$ cat src/shared/cipc_consts.svh
/*
 * Named constants of the cascaded interrupt controller pair and its host end.
 * Assumes inclusion by the package and the design modules.
 */
`ifndef CIPC_CONSTS_SVH
`define CIPC_CONSTS_SVH

// ----------------------------------------------------------------------------
// Controller ports and commands
// ----------------------------------------------------------------------------
`define CIPC_PORT_PRI_CMD 8'h20
`define CIPC_PORT_PRI_MASK 8'h21
`define CIPC_PORT_SEC_CMD 8'hA0
`define CIPC_PORT_SEC_MASK 8'hA1
`define CIPC_SERVICE_DONE_CMD 8'h20
`define CIPC_MASK_RESET 16'hFFFF
`define CIPC_PRI_VEC_BASE 8'h08
`define CIPC_SEC_VEC_BASE 8'h70
`define CIPC_SPURIOUS_IDX 3'h7
`define CIPC_CASCADE_IDX 3'h2
`define CIPC_USABLE_LINES 16'hDEFB
`define CIPC_LEVEL_LINES 16'h0C00
`define CIPC_PCI_ROUTE_A 16'h0400
`define CIPC_PCI_ROUTE_B 16'h0800
`define CIPC_REQ_GAP_NS 125
`define CIPC_CLK_NS 4
`define CIPC_REQ_GAP_CYC ((`CIPC_REQ_GAP_NS) / (`CIPC_CLK_NS))

// ----------------------------------------------------------------------------
// Host register map and fields
// ----------------------------------------------------------------------------
`define CIPC_REG_CMD 8'h00
`define CIPC_REG_STATUS 8'h04
`define CIPC_REG_IRQ_STAT 8'h08
`define CIPC_REG_IRQ_CLR 8'h0C
`define CIPC_REG_IRQ_EN 8'h10
`define CIPC_CMD_WR_BIT 16
`define CIPC_CMD_INTA_BIT 17
`define CIPC_EV_INTR 0
`define CIPC_EV_DONE 1
`define CIPC_IRQ_EN_RESET 2'h0

`endif

$ cat src/shared/cipc_pkg.sv
/*
 * Types shared by both ends: the state records of each end.
 * Assumes the constants header is on the include path.
 */
package cipc_pkg;

    // ------------------------------------------------------------------------
    // Device state
    // ------------------------------------------------------------------------
    typedef struct packed {
        logic [15:0] prev;
        logic [15:0] irr_edge;
        logic [15:0] service_routine;
        logic [15:0] irq_mask_primary;
        logic intr;
        logic io_ack;
        logic [7:0] io_rdata;
    } cipc_dev_s;

    // ------------------------------------------------------------------------
    // Host state
    // ------------------------------------------------------------------------
    typedef struct packed {
        logic io_req;
        logic io_wr;
        logic io_inta;
        logic [7:0] io_addr;
        logic [7:0] io_wdata;
        logic [7:0] rdata;
        logic intr_prev;
        logic [1:0] stat;
        logic [1:0] en;
        logic irq;
        logic pready;
        logic pslverr;
        logic [31:0] prdata;
    } cipc_host_s;

endpackage

$ cat src/shared/cipc_if.sv
/*
 * Link between the controller pair and the processor end.
 * Assumes both ends run on the same clock and reset.
 */
`timescale 1ns/1ps
interface cipc_if;
    logic io_req;
    logic io_wr;
    logic io_inta;
    logic [7:0] io_addr;
    logic [7:0] io_wdata;
    logic [7:0] io_rdata;
    logic io_ack;
    logic intr;

    modport dev (
        input io_req, io_wr, io_inta, io_addr, io_wdata,
        output io_rdata, io_ack, intr
    );
    modport cpu (
        output io_req, io_wr, io_inta, io_addr, io_wdata,
        input io_rdata, io_ack, intr
    );
endinterface

$ cat src/core/cipc_device.sv
/*
 * Two cascaded priority request controllers with masks, in-service state,
 * vector delivery and service done command over the processor link.
 * Assumes request inputs are synchronous to pclk and that the processor
 * holds a link request until it sees io_ack.
 */
// Our own choice: register access over APB.
`timescale 1ns/1ps
`include "cipc_consts.svh"

// Notes on behaviour
// - Bus lines request on rising edge only
// - PCI lines request by level while held
// - Line 0 highest, line 7 lowest
// - Only higher priority preempts; others stay pending
// - Interrupt only when unmasked and winning arbitration
// - Mask bit n governs line n
// - Mask one blocks, mask zero allows
// - Primary mask read and written at 21h
// - Processor reads 8-bit vector of winner
// - Processor sends service done command; releases service
// - Agent clears source flag before service done
// - Requests spaced 125 ns apart are accepted
// - Two cascaded controllers, 13 usable lines
// - Eight lines each, own mask, own priority
// - Shared level line held until all withdraw
module cipc_device
    import cipc_pkg::*;
(
    input wire logic pclk, // System clock.
    input wire logic presetn, // Asynchronous reset, active low.
    cipc_if.dev link, // Processor link.
    input wire logic [15:0] bus_req, // Expansion bus request lines.
    input wire logic [3:0] pci_src // PCI request sources, high requests.
);

    // ------------------------------------------------------------------------
    // Helper functions
    // ------------------------------------------------------------------------
    // Returns {found, index} of the best unmasked request not blocked by an
    // equal or higher in-service line; a line set in nest passes its own.
    function automatic logic [3:0] arbitrate(
        input logic [7:0] req,
        input logic [7:0] mask,
        input logic [7:0] svc,
        input logic [7:0] nest
    );
        logic [7:0] cand;
        logic done;
        logic [3:0] res;
        cand = req & ~mask;
        done = 1'b0;
        res = 4'h0;
        for (int i = 0; i < 8; i++) begin
            if (!done) begin
                if (cand[i] && (nest[i] || !svc[i])) begin
                    res = {1'b1, 3'(i)};
                    done = 1'b1;
                end else if (svc[i]) begin
                    done = 1'b1;
                end
            end
        end
        return res;
    endfunction

    // One-hot of the lowest set bit, that is the highest priority in service.
    function automatic logic [7:0] top_bit(input logic [7:0] v);
        return v & (~v + 8'h01);
    endfunction

    // Index of a secondary line among all sixteen lines.
    function automatic logic [3:0] sec_line(input logic [2:0] idx);
        return {1'b1, idx};
    endfunction

    // Vector number of line idx of a controller whose first vector is base.
    function automatic logic [7:0] vector_of(input logic [7:0] base, input logic [2:0] idx);
        return base + {5'h00, idx};
    endfunction

    // ------------------------------------------------------------------------
    // State
    // ------------------------------------------------------------------------
    cipc_dev_s s_reg;
    cipc_dev_s s_next;

    logic [15:0] rise;
    logic [15:0] level;
    logic [15:0] irr;
    logic [7:0] pri_irr;
    logic [7:0] pri_nest;
    logic [3:0] sec_win;
    logic [3:0] pri_win;
    logic take;
    logic [15:0] irr_clr;
    logic [15:0] isr_set;
    logic [15:0] isr_clr;

    // ------------------------------------------------------------------------
    // Next state
    // ------------------------------------------------------------------------
    always_comb begin
        s_next = s_reg;
        irr_clr = 16'h0000;
        isr_set = 16'h0000;
        isr_clr = 16'h0000;

        // --------------------------------------------------------------------
        // Request sensing
        // --------------------------------------------------------------------
        // Edge lines latch a request on each low to high step; a step every
        // second cycle is caught, so the 125 ns spacing is met with margin.
        rise = bus_req & ~s_reg.prev & ~`CIPC_LEVEL_LINES;
        s_next.prev = bus_req;

        // Shared PCI lines are the OR of their sources, live each cycle.
        level = ({16{pci_src[0] | pci_src[2]}} & `CIPC_PCI_ROUTE_A)
              | ({16{pci_src[1] | pci_src[3]}} & `CIPC_PCI_ROUTE_B);

        irr = (s_reg.irr_edge | level) & `CIPC_USABLE_LINES;

        // --------------------------------------------------------------------
        // Arbitration
        // --------------------------------------------------------------------
        // A secondary winner may preempt the secondary line in service.
        pri_nest = 8'h00;
        pri_nest[`CIPC_CASCADE_IDX] = 1'b1;
        sec_win = arbitrate(irr[15:8], s_reg.irq_mask_primary[15:8], s_reg.service_routine[15:8], 8'h00);
        pri_irr = irr[7:0];
        pri_irr[`CIPC_CASCADE_IDX] = sec_win[3];
        pri_win = arbitrate(pri_irr, s_reg.irq_mask_primary[7:0], s_reg.service_routine[7:0], pri_nest);
        s_next.intr = pri_win[3];

        // --------------------------------------------------------------------
        // Link transfers
        // --------------------------------------------------------------------
        take = link.io_req && !s_reg.io_ack;
        s_next.io_ack = take;

        if (take && link.io_inta) begin
            if (!pri_win[3]) begin
                s_next.io_rdata = vector_of(`CIPC_PRI_VEC_BASE, `CIPC_SPURIOUS_IDX);
            end else if (pri_win[2:0] == `CIPC_CASCADE_IDX) begin
                s_next.io_rdata = vector_of(`CIPC_SEC_VEC_BASE, sec_win[2:0]);
                isr_set[`CIPC_CASCADE_IDX] = 1'b1;
                isr_set[sec_line(sec_win[2:0])] = 1'b1;
                irr_clr[sec_line(sec_win[2:0])] = 1'b1;
            end else begin
                s_next.io_rdata = vector_of(`CIPC_PRI_VEC_BASE, pri_win[2:0]);
                isr_set[pri_win[2:0]] = 1'b1;
                irr_clr[pri_win[2:0]] = 1'b1;
            end
        end else if (take && link.io_wr) begin
            unique case (link.io_addr)
                `CIPC_PORT_PRI_MASK: begin
                    s_next.irq_mask_primary[7:0] = link.io_wdata;
                end
                `CIPC_PORT_SEC_MASK: begin
                    s_next.irq_mask_primary[15:8] = link.io_wdata;
                end
                `CIPC_PORT_PRI_CMD: begin
                    if (link.io_wdata == `CIPC_SERVICE_DONE_CMD) begin
                        isr_clr[7:0] = top_bit(s_reg.service_routine[7:0]);
                    end
                end
                `CIPC_PORT_SEC_CMD: begin
                    if (link.io_wdata == `CIPC_SERVICE_DONE_CMD) begin
                        isr_clr[15:8] = top_bit(s_reg.service_routine[15:8]);
                    end
                end
                default: begin
                end
            endcase
        end else if (take) begin
            unique case (link.io_addr)
                `CIPC_PORT_PRI_MASK: s_next.io_rdata = s_reg.irq_mask_primary[7:0];
                `CIPC_PORT_SEC_MASK: s_next.io_rdata = s_reg.irq_mask_primary[15:8];
                `CIPC_PORT_PRI_CMD: s_next.io_rdata = s_reg.service_routine[7:0];
                `CIPC_PORT_SEC_CMD: s_next.io_rdata = s_reg.service_routine[15:8];
                default: s_next.io_rdata = 8'h00;
            endcase
        end

        // --------------------------------------------------------------------
        // Pending and in-service update
        // --------------------------------------------------------------------
        // A new edge in the cycle of acknowledge is kept as a fresh request.
        s_next.irr_edge = ((s_reg.irr_edge & ~irr_clr) | rise) & `CIPC_USABLE_LINES;
        s_next.service_routine = (s_reg.service_routine & ~isr_clr) | isr_set;
    end

    // ------------------------------------------------------------------------
    // Registers
    // ------------------------------------------------------------------------
    always_ff @(posedge pclk or negedge presetn) begin
        if (!presetn) begin
            s_reg <= '{prev: 16'h0000, irr_edge: 16'h0000, service_routine: 16'h0000,
                       irq_mask_primary: `CIPC_MASK_RESET, intr: 1'b0, io_ack: 1'b0,
                       io_rdata: 8'h00};
        end else begin
            s_reg <= s_next;
        end
    end

    assign link.intr = s_reg.intr;
    assign link.io_ack = s_reg.io_ack;
    assign link.io_rdata = s_reg.io_rdata;

endmodule

$ cat src/flat_wrapper.sv
// flat-port wrapper written by rule: the top's interface ports become plain ports
module cipc_device_flat import cipc_pkg::*;
  (pclk, presetn, bus_req, pci_src, link_io_req, link_io_wr, link_io_inta, link_io_addr, link_io_wdata, link_io_rdata, link_io_ack, link_intr);
  cipc_if link_i ();
  input wire logic pclk;
  input wire logic presetn;
  input wire logic [15:0] bus_req;
  input wire logic [3:0] pci_src;
  input wire logic [$bits(link_i.io_req)-1:0] link_io_req;
  input wire logic [$bits(link_i.io_wr)-1:0] link_io_wr;
  input wire logic [$bits(link_i.io_inta)-1:0] link_io_inta;
  input wire logic [$bits(link_i.io_addr)-1:0] link_io_addr;
  input wire logic [$bits(link_i.io_wdata)-1:0] link_io_wdata;
  output wire logic [$bits(link_i.io_rdata)-1:0] link_io_rdata;
  output wire logic [$bits(link_i.io_ack)-1:0] link_io_ack;
  output wire logic [$bits(link_i.intr)-1:0] link_intr;
  assign link_i.io_req = link_io_req;
  assign link_i.io_wr = link_io_wr;
  assign link_i.io_inta = link_io_inta;
  assign link_i.io_addr = link_io_addr;
  assign link_i.io_wdata = link_io_wdata;
  assign link_io_rdata = link_i.io_rdata;
  assign link_io_ack = link_i.io_ack;
  assign link_intr = link_i.intr;
  cipc_device u_core (.pclk(pclk), .presetn(presetn), .link(link_i), .bus_req(bus_req), .pci_src(pci_src));
endmodule
$ cat config.mk
export PLATFORM = sky130hd
export DESIGN_NAME = cipc_device_flat
export DESIGN_NICKNAME = d
export VERILOG_FILES = /design/src/shared/cipc_pkg.sv /design/src/shared/cipc_if.sv /design/src/core/cipc_device.sv /design/src/flat_wrapper.sv
export VERILOG_INCLUDE_DIRS = /design/src /design/src/shared
export SDC_FILE = /design/constraint.sdc
export NUM_CORES = 1
export LEC_CHECK = 0
export ABC_CLOCK_PERIOD_IN_PS = 2800
export BUFFER_PORTS_ARGS = -buffer_cell sky130_fd_sc_hd__buf_2
export CAP_MARGIN = 20
export CORE_ASPECT_RATIO = 0.8
export CORE_MARGIN = 10
export CORE_UTILIZATION = 40
export CTS_CLUSTER_DIAMETER = 200
export DETAILED_ROUTE_END_ITERATION = 10
export GPL_TIMING_DRIVEN = 0
export PLACE_DENSITY = 0.69
export SYNTH_ARGS = -nofsm -noshare
export SYNTH_HDL_FRONTEND = slang
export SYNTH_SLANG_ARGS = --single-unit
$ cat constraint.sdc
create_clock -name pclk -period 2.8 [get_ports pclk]
set_clock_uncertainty 0.05 [all_clocks]
set_input_delay 0.28 -clock pclk [delete_from_list [all_inputs] [get_ports pclk]]
set_output_delay 0.28 -clock pclk [all_outputs]
set_load 0.05 [all_outputs]
; ---- Word level (Yosys, flattened, before mapping)
; Cells that the tools add are included.
[word_totals]
reg_bits = 71
input_bits = 41
wordCells = 176
out_inout_bits = 10
[op_classes]
n_eq_ne = 7
magnitude_cmp = 4
mux = 92
reduce_logical = 40
bitwise_logic = 21
add_sub_neg = 4
[ops]
columns = operator, count
row1 = $mux W16, 8
row2 = $mux W4, 30
row3 = $mux W8, 9
row4 = $and A16 B16 Y16, 3
row5 = $not A16 Y16, 3
row6 = $or A16 B16 Y16, 3
row7 = $mux W1, 42
row8 = $and A8 B8 Y8, 4
row9 = $not A8 Y8, 4
row10 = $pmux W8 S4, 1
row11 = $eq A8 B6 Y1 const B, 3
row12 = $logic_and A1 B1 Y1, 20
row13 = $add A8 B1 Y8 const B, 2
row14 = $eq A8 B8 Y1 const B, 2
row15 = $logic_not A1 Y1, 16
row16 = $or A11 B12 Y12, 1
row17 = $add A7 B3 Y8 const A, 1
row18 = $demux W1 S3, 2
row19 = $reduce_and A3 Y1, 2
row20 = $add A4 B3 Y5 const A, 1
row21 = $lt A3 B5 Y1 const B, 1
row22 = $lt A4 B5 Y1 const B, 1
row23 = $ge A4 B1 Y1 const B, 1
row24 = $eq A3 B2 Y1 const B, 1
row25 = 6 further kinds, 7

; ---- Depth between registers and ports, before layout
[depth]
ltp_word = 47
depth_mapped = 8
mapped_depth_nobuf = 7

; ---- Worst setup path before layout
; Ideal clock, no wire load.
[synth_timing]
path_kind = register to register
startpoint = register u_core.s_reg[22] (netlist name)
endpoint = register u_core.s_reg[52] (netlist name)
path_slack_ns = 0.319
setup_time_ns = 0.119
period_less_slack_ns = 2.481
arrival_ns = 2.312
n_path_buf = 1
required_ns = 2.631
path_stages_with_launch = 9
cell_sequence = dfstp_2 -> nand2b_1 -> o211ai_1 -> a2111oi_4 -> o22ai_1 -> o2bb2ai_2 -> or3_1 -> buf_6 -> o21a_1
[synth_lines]
columns = item, line
row1 = from (decl), cipc_device.sv:85  ; cipc_dev_s s_reg;
row2 = from (signal assigned), cipc_device.sv:198  ; s_reg <= '{prev: 16'h0000, irr_edge: 16'h0000, service_routine: 16'h0000,
row3 = from (signal assigned), cipc_device.sv:202  ; s_reg <= s_next;

==> flow_summary.ini <==
[outcome]
outcome = complete, no violations

[drt]
routedWlPerCell_um = 17.9
drt_first_pass_iters = 5
routed_wl_mm = 8.76
ant_nets = 0
drc = 0
drt_iter0_drc = 97
vias_per_cell = 5.53
vias = 2711

[synthesis]
synth_edf_count = 0
async_flop_share = 1.00
syn_area_per_cell_um2 = 10.9
synthesis.instances = 307
syn_nets = 348
yosysSeqAreaShare = 0.499
synth_cell_types = 55
synth_area_um2 = 3350
synth_seq_cells = 66
synth_flop_cell = dfrtp_1
synth_warnings = 0

[layout]
postLayoutCellArea_um2 = 4080
antenna_cells = 0
drive_above_1_share = 0.343
postLayoutCoreUtil = 0.507
syn_to_final_growth_pct = 21.8
largest_reg_flops = 56
fillerInstances = 766
nets = 418

[worst_setup_path]
r2r_setup_slack_ns = 0.05
cp_top_family = compound AO/OA/AOI/OAI gates
crit_cells = 8
crit_buf_inv = 1
start_kind = register
cp.arrival_ns = 2.94
path_max_fanout = 10
reg2reg_depth = 8
cp_cell_sequence = nand2b_4 > o211ai_1 > a2111oi_4 > o22ai_2 > o2bb2ai_4 > or3_1 > buf_6 > o21a_1
crit_type = reg2reg
critPathCaptureType = register
crit_path_top_delay_cell = dfstp_2
critPathMaxStageDelay_ns = 0.57
crit_required_ns = 3.00

[sta]
hold_viol = 0
finalMaxSlewViolations = 0
finalCritPeriodShare = 0.981
fin_crit_ns = 2.75
tns_ns = 0
hold_ws_ns = 0.129
fmax_ghz = 0.364
slew_headroom = 0.354
worst_slew_pin_slew_ns = 0.961
setup_viol = 0

[floorplanning]
die_x_um = 122
die_h_um = 102
rows = 29
core_area_um2 = 8060
io_pins = 51
start_util = 0.416
die_area_um2 = 12500

[clocking]
cts_made_buffers = 9
cts_max_path_buffers = 2
htree_num_levels = 3
clk_pin_slew_ns = 0.07
insertion_delay_ns = 0.36
cts_sinks = 66
clockRootBuffer = clkbuf_8
cts_tree = built

[global_routing]
globalRouteOverflowTotal = 0
grt_max_degree = 67
use_met1 = 0.205
antenna_found_initial = 0
grt_pass1_vias = 2764
grtUsageTotal = 0.147
grt_pass1_wl_mm = 14.3
grt_util_met3 = 0.0435
grt_use_met2 = 0.211
grt-busiest-layer = met2

[placed_design]
hpwl_mm = 6.48
port_buffers = 45
gp_congestion = 0.938
dpl_cell_area_um2 = 3710

[pwr]
cellPowerDensity_nw_per_um2 = 532
p_total_mw = 2.17
leakage_nw = 1.80
ir_worst_vdd_mv = 0.320

[min_path]
min_path_type = in2reg
whs_path_depth = 2

[run]
drv_cap = 0
-- worst reg2reg max path, delay by kind of cell, from the launching register on --
family                 cells  cell delay, ns
buffers and inverters      1            0.16
and+or+nand+nor            2            0.60
AOI/OAI and AO/OA          5            1.24
DFF                        1            0.57
-- metal layers --
metal  wire, um  vias up  part of all wire
li1           -     1259                 -
met4        114        0             0.013
met2       3820      102              0.44
met1       4040     1338              0.46
met5          0        -                 0
met3        793       12             0.090
-- power breakdown --
part           total, mW  internal [mW]  leakage [nW]  switching (mW)
Clock              0.758          0.393        0.0927           0.365
Sequential          1.04           1.01         0.754          0.0388
Combinational      0.368          0.140         0.951           0.228
-- final timing paths --
path | startpoint | end
max | u_core.s_reg[22]$_DFFE_PN1P_ | u_core.s_reg[52]$_DFF_PN0_
min | link_io_wdata[5] | u_core.s_reg[23]$_DFFE_PN1P_
max reg2reg | u_core.s_reg[22]$_DFFE_PN1P_ | u_core.s_reg[52]$_DFF_PN0_
min reg2reg | u_core.s_reg[64]$_DFF_PN0_ | u_core.s_reg[48]$_DFF_PN0_
max in group asynchronous | presetn | u_core.s_reg[54]$_DFF_PN0_
min in group asynchronous | presetn | u_core.link.io_rdata[6]$_DFFE_PN0P_
-- what timing repair did --
item,in CTS,in global routing
setup endpoints to repair,14,15
pin swaps,1,2
buffers inserted,1,1
resized for setup,3,7
hold buffers,12,0
hold endpoints to repair,20,0
-- synthesized netlist by cell type (4+ instances only) --
master    count  area [um^2]
buf_4         8         60.1
nor2b_1       9         56.3
nand3_1       4         20.0
o211ai_1      5         37.5
dfrtp_1      50         1250
nand2b_1      9         56.3
o31ai_1       7         52.6
clkbuf_1      5         18.8
o21ai_1       6         30.0
inv_1        19         71.3
a22o_1        5         43.8
a21oi_1       9         45.0
or3_1         5         31.3
mux2_2       16          180
dfstp_2      16          420
o21ai_0      21          105
nor3b_1       5         37.5
nand2_1      28          105
nor2_1       12         45.0
nor3_1        5         25.0
mux4_2        7          158
-- metrics by stage --
stage	std cells	worst slack, ns
final	490	0.0519
after global routing	490	-0.0475
after CTS	489	0.000582
after detailed placement	460	-0.119
after global placement	460	-0.105
after floorplan	307	0.319
-- kinds of logic after synthesis --
family          share of synthesized area
flops                               0.499
mux                                 0.104
compound gates                      0.163
buf+inv                            0.0508
simple gates                        0.184
-- layout by cell type, fill, tap and decap left out, types with 5 or more instances in the layout --
cell type      instances
nor3_1                 5
nand2_1               28
o21ai_0               21
or3_1                  5
o21ai_1                5
nand2b_1               8
a21oi_1                9
inv_1                 19
o31ai_1                7
mux2_2                16
nor2b_1                9
mux4_2                 7
clkbuf_1               6
dfstp_2               16
nor2_1                12
dlygate4sd3_1         12
buf_4                 11
a22o_1                 5
dfrtp_1               50
clkbuf_8              12
buf_2                 45
o211ai_1               5
-- layout make-up --
cell class	instances	area, um^2	share of cell area
timing repair buffer	59	363	0.0889
sequential	66	1670	0.410
buffer	16	100	0.0245
clock inverter	2	12.5	0.00307
inverter	19	71.3	0.0175
clock buffer	14	173	0.0423
tap	108	135	0.0331
multi-input combinational	206	1560	0.381
(Power assumes the default switching activity.)
